<file path="src/include/mcu_reset_init_pkg.sv">
// Constants, field layouts and state codes for the reset sequencer.
// Assumes one system clock domain; the sequencer module refers to names here by scope.
package mcu_reset_init_pkg;

  // ==========================================
  // Register port
  // ==========================================
  localparam int ADDR_W = 4;
  localparam int DATA_W = 16;
  localparam logic [3:0] REG_CTRL = 4'h0;   // Control: pin disables, gear, watchdog
  localparam logic [3:0] REG_STAT = 4'h1;   // Status: sequencer state, short pulse seen
  localparam logic [3:0] REG_PC_LO = 4'h2;  // Loaded program counter, bits 15:0
  localparam logic [3:0] REG_PC_HI = 4'h3;  // Loaded program counter, bits 23:16
  localparam logic [3:0] REG_SP_LO = 4'h4;  // System stack pointer, bits 15:0

  // ==========================================
  // Control register fields
  // ==========================================
  localparam int CTRL_CLK_DIS_BIT = 0;
  localparam int CTRL_ALE_DIS_BIT = 1;
  localparam int CTRL_WDT_EN_BIT = 2;
  localparam int CTRL_GEAR_LSB = 4;
  localparam int GEAR_W = 3;
  localparam logic CLK_DIS_RST = 1'b0;
  localparam logic ALE_DIS_RST = 1'b0;
  localparam logic WDT_EN_RST = 1'b1;
  // Gear codes: 0 = 1/1, 1 = 1/2, 2 = 1/4, 3 = 1/8, 4 = 1/16
  localparam logic [2:0] GEAR_DIV16 = 3'h4;
  localparam int GEAR_MAX_CODE = 4;

  // ==========================================
  // Status register fields
  // ==========================================
  localparam int STAT_IN_RESET_BIT = 0;
  localparam int STAT_RUN_BIT = 1;
  localparam int STAT_SHORT_BIT = 2;

  // ==========================================
  // Reset vector and CPU preset values
  // ==========================================
  localparam logic [23:0] VEC_ADDR_B0 = 24'h00_8000;
  localparam logic [23:0] VEC_ADDR_B1 = 24'h00_8001;
  localparam logic [23:0] VEC_ADDR_B2 = 24'h00_8002;
  localparam logic [31:0] SP_RST = 32'h0000_0100;
  localparam logic [2:0] IMASK_RST = 3'h7;
  localparam logic MAX_MODE_RST = 1'b1;
  localparam logic [2:0] BANK_RST = 3'h0;
  localparam logic [23:0] PC_RST = 24'h00_0000;

  // ==========================================
  // Unusable top page of the address space
  // ==========================================
  localparam logic [15:0] VOID_PAGE = 16'hFFFF;

  // ==========================================
  // Timing
  // ==========================================
  // Least low time of the reset pin, in system clock periods
  localparam int RST_MIN_SYSCLK = 10;
  // The sequencer runs on the system clock itself, one cycle per period
  localparam int CORE_CLKS_PER_SYSCLK = 1;
  localparam int RST_LOW_CYCLES = RST_MIN_SYSCLK * CORE_CLKS_PER_SYSCLK;
  localparam int LOWCNT_W = 4;

  // ==========================================
  // Sequencer states
  // ==========================================
  typedef enum logic [5:0] {
    ST_HOLD = 6'b000001,  // Reset accepted, pin still low
    ST_VEC0 = 6'b000010,  // Byte 0 strobed, read byte 1
    ST_VEC1 = 6'b000100,  // Take byte 0, read byte 2
    ST_VEC2 = 6'b001000,  // Take byte 1
    ST_VEC3 = 6'b010000,  // Take byte 2
    ST_RUN = 6'b100000    // CPU fetching from the vector
  } seq_state_t;

endpackage

</file>
<file path="src/level_sync.sv">
// Two-flop synchroniser for a level arriving from outside the clock domain.
// Assumes the input is a slow level; short glitches may be lost.
`timescale 1ns/100ps
module level_sync #(
  parameter logic RST_VAL = 1'b1
) (
  input wire logic core_clk,
  input wire logic arst_n,
  input wire logic async_in,
  output logic sync_out
);

  // ==========================================
  // Sync chain
  // ==========================================
  logic meta_r;  // First stage, read only by the second

  // Two stages; the first one is looked at by nothing else
  always_ff @(posedge core_clk or negedge arst_n) begin
    if (!arst_n) begin
      meta_r <= RST_VAL;
      sync_out <= RST_VAL;
    end else begin
      meta_r <= async_in;
      sync_out <= meta_r;
    end
  end

endmodule

</file>
<file path="src/mcu_reset_init.sv">
// Reset acceptance and initialisation sequencer of the microcontroller.
// Assumes core_clk is the system clock and arst_n a power-on reset;
// the reset pin is asynchronous and filtered here.
// What this block does
// - Reset sets clock gear to one sixteenth
// - Program counter loaded from three vector bytes
// - System stack pointer preset to 100H
// - Interrupt mask level preset to seven
// - Maximum mode flag set to one
// - Register bank pointer cleared to zero
// - Execution starts at loaded vector after release
// - RAM and other CPU registers untouched
// - Built-in I/O registers return to defaults
// - All port pins forced to general-purpose mode
// - Watchdog pin low, watchdog left enabled
// - Divided clock pin held high in reset
// - Address strobe pin floats during reset
// - Divided clock is system clock halved, disableable
// - Top 256 bytes of address space unmapped
`timescale 1ns/100ps
module mcu_reset_init (
  input wire logic core_clk,
  input wire logic arst_n,
  // External reset pin, active low, asynchronous
  input wire logic reset_pin_n,
  // Register port
  input wire logic [3:0] reg_addr,
  input wire logic [15:0] reg_wdata,
  input wire logic reg_wr,
  input wire logic reg_rd,
  output logic [15:0] reg_rdata,
  // Reset vector read port, data one cycle after the strobe
  output logic [23:0] vec_addr,
  output logic vec_rd,
  input wire logic [7:0] vec_data,
  // CPU address check
  input wire logic [23:0] cpu_addr,
  output logic addr_void,
  // CPU state presets
  output logic [23:0] program_counter,
  output logic [31:0] system_stack_pointer,
  output logic [2:0] interrupt_mask_level,
  output logic max_mode,
  output logic [2:0] register_bank_pointer,
  output logic cpu_state_load,
  output logic cpu_run,
  // Peripheral and port control
  output logic io_reset,
  output logic port_force_gpio,
  output logic [2:0] clock_gear,
  output logic wdt_enable,
  // Pins
  input wire logic wdt_fire,
  output logic watchdog_output_pin,
  output logic clk_out_pin,
  input wire logic ale_req,
  output logic ale_out,
  output logic ale_oe
);

  // ==========================================
  // State record
  // ==========================================
  typedef struct packed {
    mcu_reset_init_pkg::seq_state_t state;
    logic [3:0] lowcnt;          // Low cycles of the filtered pin
    logic short_seen;            // Sticky: a pulse was too short
    logic clk_dis;               // Divided clock pin disabled
    logic ale_dis;               // Address strobe disabled
    logic wdt_en;                // Watchdog enable
    logic [2:0] gear;            // Clock gear code
    logic [23:0] pc;             // Program counter preset
    logic [31:0] sp;             // System stack pointer preset
    logic [2:0] imask;           // Interrupt mask level
    logic maxm;                  // Maximum mode flag
    logic [2:0] bank;            // Register bank pointer
    logic load;                  // One-cycle preset strobe
    logic run;                   // CPU may fetch
    logic io_rst;                // Peripheral reset level
    logic gpio;                  // Port pins forced to port mode
    logic [23:0] vaddr;          // Vector byte address
    logic vrd;                   // Vector read strobe
    logic [15:0] rdata;          // Register read data
    logic avoid;                 // Address in the dead page
    logic wdt_pin;               // Watchdog pin level
    logic clk_pin;               // Divided clock pin level
    logic ale;                   // Address strobe level
    logic ale_en;                // Address strobe drive enable
  } rst_state_t;

  rst_state_t s_r;   // Registered state
  rst_state_t s_nxt; // Next state

  // ==========================================
  // Reset pin synchroniser
  // ==========================================
  logic pin_n_s;  // Pin after two flops

  // Resets high so a held power-on reset is handled by arst_n alone
  level_sync #(
    .RST_VAL(1'b1)
  ) u_pin_sync (
    .core_clk(core_clk),
    .arst_n(arst_n),
    .async_in(reset_pin_n),
    .sync_out(pin_n_s)
  );

  // ==========================================
  // Decoded helpers
  // ==========================================
  logic accept;    // Pin has been low long enough
  logic short_evt; // Pin came back before the minimum low time
  logic in_rst;    // Any phase other than normal running
  logic [15:0] ctrl_view; // Control register as software sees it
  logic [15:0] stat_view; // Status register as software sees it

  // Control and status read images
  always_comb begin
    ctrl_view = 16'h0000;
    ctrl_view[mcu_reset_init_pkg::CTRL_CLK_DIS_BIT] = s_r.clk_dis;
    ctrl_view[mcu_reset_init_pkg::CTRL_ALE_DIS_BIT] = s_r.ale_dis;
    ctrl_view[mcu_reset_init_pkg::CTRL_WDT_EN_BIT] = s_r.wdt_en;
    ctrl_view[mcu_reset_init_pkg::CTRL_GEAR_LSB +: mcu_reset_init_pkg::GEAR_W] = s_r.gear;
    stat_view = 16'h0000;
    stat_view[mcu_reset_init_pkg::STAT_IN_RESET_BIT] = s_r.io_rst;
    stat_view[mcu_reset_init_pkg::STAT_RUN_BIT] = s_r.run;
    stat_view[mcu_reset_init_pkg::STAT_SHORT_BIT] = s_r.short_seen;
  end

  // Acceptance fires once, on the last cycle of the minimum low time
  assign accept = !pin_n_s &&
    (s_r.lowcnt == 4'(mcu_reset_init_pkg::RST_LOW_CYCLES - 1));

  // A release before the minimum is a rejected glitch
  assign short_evt = pin_n_s && s_r.lowcnt != 4'h0 &&
    s_r.lowcnt < 4'(mcu_reset_init_pkg::RST_LOW_CYCLES);

  // ==========================================
  // Next-state logic
  // ==========================================
  always_comb begin
    s_nxt = s_r;
    // Strobes last one cycle by default
    s_nxt.load = 1'b0;
    s_nxt.vrd = 1'b0;
    s_nxt.rdata = 16'h0000;
    in_rst = 1'b1;

    // Low-time counter; saturates so acceptance fires only once
    if (pin_n_s) begin
      s_nxt.lowcnt = 4'h0;
      if (short_evt) begin
        s_nxt.short_seen = 1'b1;
      end
    end else if (s_r.lowcnt < 4'(mcu_reset_init_pkg::RST_LOW_CYCLES)) begin
      s_nxt.lowcnt = s_r.lowcnt + 4'h1;
    end

    // Software writes, taken only while running so defaults hold in reset
    if (s_r.state == mcu_reset_init_pkg::ST_RUN && reg_wr) begin
      case (reg_addr)
        mcu_reset_init_pkg::REG_CTRL: begin
          s_nxt.clk_dis = reg_wdata[mcu_reset_init_pkg::CTRL_CLK_DIS_BIT];
          s_nxt.ale_dis = reg_wdata[mcu_reset_init_pkg::CTRL_ALE_DIS_BIT];
          s_nxt.wdt_en = reg_wdata[mcu_reset_init_pkg::CTRL_WDT_EN_BIT];
          // Codes past one sixteenth are not a gear; keep the old one
          if (reg_wdata[mcu_reset_init_pkg::CTRL_GEAR_LSB +: mcu_reset_init_pkg::GEAR_W] <=
              3'(mcu_reset_init_pkg::GEAR_MAX_CODE)) begin
            s_nxt.gear = reg_wdata[mcu_reset_init_pkg::CTRL_GEAR_LSB +: mcu_reset_init_pkg::GEAR_W];
          end
        end
        mcu_reset_init_pkg::REG_STAT: begin
          // Write one to clear; a new short pulse in the same cycle wins
          if (reg_wdata[mcu_reset_init_pkg::STAT_SHORT_BIT] && !short_evt) begin
            s_nxt.short_seen = 1'b0;
          end
        end
        default: begin
          // Other offsets are read-only or unmapped; writes are dropped
        end
      endcase
    end

    // Read data stands in the cycle after the strobe only
    if (reg_rd) begin
      case (reg_addr)
        mcu_reset_init_pkg::REG_CTRL: s_nxt.rdata = ctrl_view;
        mcu_reset_init_pkg::REG_STAT: s_nxt.rdata = stat_view;
        mcu_reset_init_pkg::REG_PC_LO: s_nxt.rdata = s_r.pc[15:0];
        mcu_reset_init_pkg::REG_PC_HI: s_nxt.rdata = {8'h00, s_r.pc[23:16]};
        mcu_reset_init_pkg::REG_SP_LO: s_nxt.rdata = s_r.sp[15:0];
        default: s_nxt.rdata = 16'h0000;
      endcase
    end

    // Sequencer
    case (s_r.state)
      mcu_reset_init_pkg::ST_HOLD: begin
        // Wait for the pin to come back high
        if (pin_n_s) begin
          // First strobe leaves with the state change, so every byte
          // is taken one cycle after its own strobe
          s_nxt.vaddr = mcu_reset_init_pkg::VEC_ADDR_B0;
          s_nxt.vrd = 1'b1;
          s_nxt.state = mcu_reset_init_pkg::ST_VEC0;
        end
      end
      mcu_reset_init_pkg::ST_VEC0: begin
        s_nxt.vaddr = mcu_reset_init_pkg::VEC_ADDR_B1;
        s_nxt.vrd = 1'b1;
        s_nxt.state = mcu_reset_init_pkg::ST_VEC1;
      end
      mcu_reset_init_pkg::ST_VEC1: begin
        s_nxt.pc[7:0] = vec_data;
        s_nxt.vaddr = mcu_reset_init_pkg::VEC_ADDR_B2;
        s_nxt.vrd = 1'b1;
        s_nxt.state = mcu_reset_init_pkg::ST_VEC2;
      end
      mcu_reset_init_pkg::ST_VEC2: begin
        s_nxt.pc[15:8] = vec_data;
        s_nxt.state = mcu_reset_init_pkg::ST_VEC3;
      end
      mcu_reset_init_pkg::ST_VEC3: begin
        s_nxt.pc[23:16] = vec_data;
        // Fetch begins from the freshly loaded vector
        s_nxt.state = mcu_reset_init_pkg::ST_RUN;
      end
      mcu_reset_init_pkg::ST_RUN: begin
        // Normal operation; only a new acceptance leaves this state
      end
      default: begin
        // Illegal code: fall back into reset
        s_nxt.state = mcu_reset_init_pkg::ST_HOLD;
      end
    endcase

    // Acceptance overrides the state, vector strobe, presets and control bits set above
    if (accept) begin
      s_nxt.state = mcu_reset_init_pkg::ST_HOLD;
      s_nxt.load = 1'b1;
      s_nxt.vrd = 1'b0;
      // Only these CPU fields are preset; the rest of the CPU and RAM
      // keep their contents because nothing else is driven
      s_nxt.sp = mcu_reset_init_pkg::SP_RST;
      s_nxt.imask = mcu_reset_init_pkg::IMASK_RST;
      s_nxt.maxm = mcu_reset_init_pkg::MAX_MODE_RST;
      s_nxt.bank = mcu_reset_init_pkg::BANK_RST;
      // Own control bits return to defaults with the other I/O
      s_nxt.gear = mcu_reset_init_pkg::GEAR_DIV16;
      s_nxt.clk_dis = mcu_reset_init_pkg::CLK_DIS_RST;
      s_nxt.ale_dis = mcu_reset_init_pkg::ALE_DIS_RST;
      s_nxt.wdt_en = mcu_reset_init_pkg::WDT_EN_RST;
    end

    // Phase-dependent outputs follow the next state, so they switch
    // in the same edge as the state does
    in_rst = (s_nxt.state != mcu_reset_init_pkg::ST_RUN);
    s_nxt.run = !in_rst;
    s_nxt.io_rst = in_rst;
    s_nxt.gpio = in_rst;
    s_nxt.wdt_pin = in_rst ? 1'b0 : wdt_fire;

    // Divided clock: held high in reset, halves the clock when enabled;
    // a disabled pin parks high to match the reset level
    if (in_rst || s_nxt.clk_dis) begin
      s_nxt.clk_pin = 1'b1;
    end else begin
      s_nxt.clk_pin = !s_r.clk_pin;
    end

    // Address strobe floats in reset or when switched off
    s_nxt.ale_en = !in_rst && !s_nxt.ale_dis;
    s_nxt.ale = s_nxt.ale_en ? ale_req : 1'b0;

    // The top page decodes to nothing; flagged for the bus
    s_nxt.avoid = (cpu_addr[23:8] == mcu_reset_init_pkg::VOID_PAGE);
  end

  // ==========================================
  // State register
  // ==========================================
  // Power-on: the block starts as if reset had just been accepted
  always_ff @(posedge core_clk or negedge arst_n) begin
    if (!arst_n) begin
      s_r.state <= mcu_reset_init_pkg::ST_HOLD;
      s_r.lowcnt <= 4'(mcu_reset_init_pkg::RST_LOW_CYCLES);
      s_r.short_seen <= 1'b0;
      s_r.clk_dis <= mcu_reset_init_pkg::CLK_DIS_RST;
      s_r.ale_dis <= mcu_reset_init_pkg::ALE_DIS_RST;
      s_r.wdt_en <= mcu_reset_init_pkg::WDT_EN_RST;
      s_r.gear <= mcu_reset_init_pkg::GEAR_DIV16;
      s_r.pc <= mcu_reset_init_pkg::PC_RST;
      s_r.sp <= mcu_reset_init_pkg::SP_RST;
      s_r.imask <= mcu_reset_init_pkg::IMASK_RST;
      s_r.maxm <= mcu_reset_init_pkg::MAX_MODE_RST;
      s_r.bank <= mcu_reset_init_pkg::BANK_RST;
      s_r.load <= 1'b0;
      s_r.run <= 1'b0;
      s_r.io_rst <= 1'b1;
      s_r.gpio <= 1'b1;
      s_r.vaddr <= 24'h00_0000;
      s_r.vrd <= 1'b0;
      s_r.rdata <= 16'h0000;
      s_r.avoid <= 1'b0;
      s_r.wdt_pin <= 1'b0;
      s_r.clk_pin <= 1'b1;
      s_r.ale <= 1'b0;
      s_r.ale_en <= 1'b0;
    end else begin
      s_r <= s_nxt;
    end
  end

  // ==========================================
  // Outputs, each straight from a state field
  // ==========================================
  assign reg_rdata = s_r.rdata;
  assign vec_addr = s_r.vaddr;
  assign vec_rd = s_r.vrd;
  assign addr_void = s_r.avoid;
  assign program_counter = s_r.pc;
  assign system_stack_pointer = s_r.sp;
  assign interrupt_mask_level = s_r.imask;
  assign max_mode = s_r.maxm;
  assign register_bank_pointer = s_r.bank;
  assign cpu_state_load = s_r.load;
  assign cpu_run = s_r.run;
  assign io_reset = s_r.io_rst;
  assign port_force_gpio = s_r.gpio;
  assign clock_gear = s_r.gear;
  assign wdt_enable = s_r.wdt_en;
  assign watchdog_output_pin = s_r.wdt_pin;
  assign clk_out_pin = s_r.clk_pin;
  assign ale_out = s_r.ale;
  assign ale_oe = s_r.ale_en;

endmodule

</file>
<file path="config.mk">
export PLATFORM = sky130hd
export DESIGN_NAME = mcu_reset_init
export DESIGN_NICKNAME = d
export VERILOG_FILES = /design/src/include/mcu_reset_init_pkg.sv /design/src/level_sync.sv /design/src/mcu_reset_init.sv
export SDC_FILE = /design/constraint.sdc
export NUM_CORES = 1
export LEC_CHECK = 0
export BUFFER_PORTS_ARGS = -buffer_cell sky130_fd_sc_hd__buf_2
export CORE_ASPECT_RATIO = 1.75
export CORE_MARGIN = 3
export CORE_UTILIZATION = 47
export DETAILED_ROUTE_END_ITERATION = 8
export PLACE_DENSITY = 0.89
export RECOVER_POWER = 100
export SLEW_MARGIN = 10
export SYNTH_ARGS = -nofsm -noshare
export SYNTH_HDL_FRONTEND = slang
export SYNTH_SLANG_ARGS = --single-unit
</file>
<file path="constraint.sdc">
create_clock -name core_clk -period 1.8 [get_ports core_clk]
set_clock_uncertainty 0.05 [all_clocks]
set_input_delay 0.27 -clock core_clk [delete_from_list [all_inputs] [get_ports core_clk]]
set_output_delay 0.27 -clock core_clk [all_outputs]
set_load 0.01 [all_outputs]
</file>
# [Yosys cells after proc, flatten, opt, wreduce, memory -nomap -nowiden]
# Cells that the tools add are included.
[word_totals] input_bits=59 output_inout_bits=117 regBits=92 wordCells=84
[classes] muxes=22 magnitude_cmp=2 eq_ne=14 n_reduce_logical=22 n_addsub=1
[op_table] operator="$pmux 16 s5" count=1
[op_table] operator="$pmux 25 s3" count=1
[op_table] operator="$pmux 6 s6" count=1
[op_table] operator="$mux 25" count=1
[op_table] operator="$mux 6" count=4
[op_table] operator="$eq 16x16->1 const B" count=1
[op_table] operator="$mux 16" count=1
[op_table] operator="$mux 1" count=9
[op_table] operator="$eq 4x2->1 const B" count=2
[op_table] operator="$mux 4" count=2
[op_table] operator="$reduce_bool 2->1" count=4
[op_table] operator="$mux 7" count=1
[op_table] operator="$eq 6x1->1 const B" count=1
[op_table] operator="$eq 6x2->1 const B" count=1
[op_table] operator="$eq 6x3->1 const B" count=1
[op_table] operator="$eq 6x4->1 const B" count=1
[op_table] operator="$eq 6x5->1 const B" count=1
[op_table] operator="$eq 6x6->1 const B" count=1
[op_table] operator="$logic_and 1x1->1" count=6
[op_table] operator="$ne 6x6->1 const B" count=1
[op_table] operator="$logic_not 1->1" count=5
[op_table] operator="$add 4x1->4 const B" count=1
[op_table] operator="$eq 4x1->1 const B" count=1
[op_table] operator="$eq 4x3->1 const B" count=1
[op_table] operator="11 further kinds" count=12

# [Depth between registers and ports, before layout]
[logic_depth] depth_word=12 mapped_depth=6 mapped_depth_nobuf=6

# [Modules after synthesis]
# From an unflattened synthesis, not the netlist that was laid out.
[unflattened] hier_cells=329 hier_area_um2=3707.3
[by_module_without_submodules] mod="mcu_reset_init" seq_area_each_um2=1735.4 cells_each=327 area_per_inst_um2=3654.8 n_inst=1
[by_module_without_submodules] mod="level_sync" seq_area_each_um2=52.6 cells_each=2 area_per_inst_um2=52.6 n_inst=1

# [Least setup slack after synthesis]
# OpenSTA, ideal clock, no wires.
[synth_path] kind="reg-to-reg" start="reg s_r[121] in the netlist's numbering" end="reg s_r, in the netlist ale_out" setup_slack_ps=222 stages_incl_launch_ff=7 arrival_time_ps=1461 period_less_slack_ps=1578 t_required_ps=1683 setup_ps=67 n_path_buf=0 path_cell_list="dfstp_2 inv_1 ha_1 nand2_1 nor3_1 nor4b_2 and3_1"
[synth_lines] element="from (decl)" line="mcu_reset_init.sv:91" rtl="rst_state_t s_r;"

==> flow_summary_export.csv <==
group,metric,value,unit
critical_path,critPathCaptureType,"flop",
logic_synthesis,synth-seq-area-share,47.8,%
sta,maxSlewViolCount,0,
global_routing,grt_usage,16.3,%
place,post-place-ws,106,ps
die,initial_core_util,48.7,%
critical_path,r2r_setup_slack,70,ps
global_routing,grt_antenna_before_repair,0,
layout,multi_input_area,1300,µm²
clocking,cts.sinks,71,
hold_path,whs_path_depth,2,
clocking,clkLatencyLatePin,320,ps
sta,hold_violations,0,
pwr,pwr-share-seq,43.7,%
global_routing,grt-ovfl-total,0,
global_routing,grt_pass1_vias,2285,
layout,nFillCells,706,
die,die_x,73.4,µm
logic_synthesis,synth.distinct_cells,47,
layout,diodes,0,
clocking,postCtsSetupBuffers,0,
sta,rsz0062_at_grt,"no",
hold_path,hp-class,"in2reg",
sta,tightest_slew,962,ps
place,place_inst,473,
clocking,cts.path.max_buffers,2,
sta,fin_crit,1730,ps
sta,tns,0,ps
sta,whs,108,ps
logic_synthesis,synth_area_leader_cell,"dfrtp_1",
critical_path,r2r_start,"s_r[126]",
logic_synthesis,synthTopCellsByArea,"dfrtp_1 (42%), buf_4 (21%), mux2_2 (8.1%)",
logic_synthesis,synth_edf_count,0,
drt,drtPass1Iterations,4,
pwr,power,4.84,mW
drt,ant_nets,0,
clocking,cts_tree,"yes",
clocking,numCtsBuffers,9,
critical_path,cp.required,2000,ps
drt,drc,0,
place,dp_hpwl,5620,µm
pwr,powerDensity,1210,nW/µm²
layout,seq_area,1790,µm²
sta,finalWorstSetupSlack,71.1,ps
critical_path,reg2regPathDepth,4,
logic_synthesis,yosysWarningCount,0,
clocking,ctsHtreeMaxLevel,3,
global_routing,grt_pass1_wl,11100,µm
die,die-area,9100,µm²
pwr,comb_power_share,20.2,%
layout,area_delta_synth_final,7.26,%
layout,fin_nets,460,
layout,drive_gt1_share,26.1,%
pwr,p_clk_share,36.2,%
die,pin_count,176,
pwr,p_leak,1.95,nW
pwr,swShare,28.6,%
clocking,clockRootBuffer,"clkbuf_16",
logic_synthesis,synth_area,3740,µm²
outcome,status,"finished, final reports clean",
critical_path,startpoint_type,"flop",
critical_path,r2r_end,"vec_rd",
critical_path,critPathMaxFanout,8,
logic_synthesis,avgSynthCellArea,11.2,µm²
logic_synthesis,ys_seq_elements,71,
logic_synthesis,synth_top_area_share,41.5,%
hold_path,worstHoldStart,"wdt_fire",
pwr,power_switching,1.38,mW
critical_path,critPathArrivalTime,1930,ps
drt,num_vias,2366,
logic_synthesis,syn_inst,335,
place,place_congestion,0.737,
flow_run,cap_violations,0,
critical_path,crit_type,"reg2reg",
die,core_area,7670,µm²
clocking,clkTransAtPathRegs,50,ps
place,port_buffers,97,
hold_path,whs_endpoint,"watchdog_output_pin",
drt,avgRoutedWirePerCell,15.1,µm
critical_path,slowest_stage,"or4_1",
logic_synthesis,async_flop_share,100,%
critical_path,critical_path.cell_chain,"or4_1 > a21o_1 > and2_4 > nor2_1",
global_routing,grt_start_max_net_pins,72,
layout,instances_no_fill,490,
critical_path,slowest_delay,620,ps
sta,fin_crit_sh,96.0,%
pwr,p_int,3.46,mW
die,num_rows,42,
sta,max_freq,578,MHz
pwr,peakVddDrop,0.000518,V
drt,viasPerCell,4.83,
drt,drt_wl_total,7380,µm
die,die_y,124,µm
sta,slew_headroom,35.9,%
logic_synthesis,ys.flop_type,"dfrtp_1",
sta,setup_viol,0,
drt,drt_iter0_drc,102,
## power groups by stage
stage          clock network, mW  logic, mW  registers [mW]
2_1_floorplan                  0       1.07            2.07
3_3_place_gp                   0       1.04            2.11
3_5_place_dp                   0       1.07            2.13
4_1_cts                     1.79       1.08            2.11
5_1_grt                     1.87       1.08            2.15
6_report                    1.75      0.975            2.11
## flip-flops by register name, indices dropped and copies added (netlist names), 2 cells and up
name             cells
program_counter     24
reg_rdata           16
s_r                 11
clock_gear           3
vec_addr             3
ctrl_view            2
## repair_timing
item,CTS,global route
endpoints found under the hold margin,63,0
endpoints found under the setup margin,0,2
gates resized for setup,0,1
hold buffers,2,0
## area by class of cell
cell class / count / share of cell area, %
Sequential cell: 71 / 44.6
Timing Repair Buffer: 107 / 12.2
Multi-Input combinational cell: 203 / 32.4
Inverter: 6 / 0.562
Clock buffer: 11 / 6.30
Tap cell: 88 / 2.75
Clock inverter: 4 / 1.12
## layout by cell type, fill, tap and decap left out, types with 4 or more instances in the layout
cell type / instances
clkbuf_16: 9
conb_1: 60
nor2_1: 23
nor3_1: 7
mux2_2: 25
nand3_1: 9
nand2_1: 9
dfrtp_1: 62
o21ai_0: 5
mux2i_1: 4
and2_0: 5
inv_1: 6
buf_2: 41
clkbuf_1: 56
nand4_1: 4
and2_1: 5
dfstp_2: 6
and3_1: 6
buf_4: 4
## critical path, delay by kind of cell, from the launching register on
family           cells  cell delay [ps]
AND/OR/NAND/NOR      3              890
flip-flops           1              480
AO/OA/AOI/OAI        1              240
## cells by family (layout without fill, tap and decap cells)
group | after synthesis | after routing | share of synthesized area, %
compound gates | 19 | 19 | 3.31
buf+inv | 119 | 128 | 23.0
mux | 34 | 34 | 11.0
other cells | 2 | 60 | 0.201
xor+xnor | 3 | 3 | 0.703
fa+ha+maj | 3 | 3 | 1.00
simple gates | 84 | 84 | 12.9
flops | 71 | 71 | 47.8
## worst max-delay path by stage
stage,from,to,slack (ps),cells after the start
after floorplan,s_r[121],ale_out,220,6
after CTS,s_r[126],ale_out,90,4
after global routing,s_r[125],ale_out,0.07,4
after global placement,s_r[126],clock_gear[2],150,4
final,s_r[126],vec_rd,70,4
after detailed placement,s_r[126],ale_out,110,4
## cell usage after synthesis, types with 2 or more instances
cell type	n
buf_4	107
dfrtp_1	62
mux2_2	27
nor2_1	22
and2_1	10
dfstp_2	9
nand2_1	9
nand3_1	9
nor3_1	8
and3_1	6
inv_1	6
o21ai_0	5
mux2i_1	4
nand4_1	4
a21oi_1	3
a22oi_1	3
buf_2	3
ha_1	3
mux4_2	3
a211oi_1	2
conb_1	2
nor4_1	2
xnor2_1	2
## metal layers
layer	routed length [µm]	global-route usage, %	vias up
met5	0	0	-
met4	226	8.39	0
met3	733	6.22	13
met2	3910	27.7	129
met1	2510	17.3	1143
li1	-	-	1081
## through the flow
step / cell area, µm² / utilization [%]
after detailed placement: 3790 / 49.4
after floorplan: 3960 / -
after CTS: 4110 / 53.5
after global placement: 3790 / 49.4
after global routing: 4010 / 52.3
final: 4010 / 52.3
No activity file was read; power rests on OpenSTA's default activity.
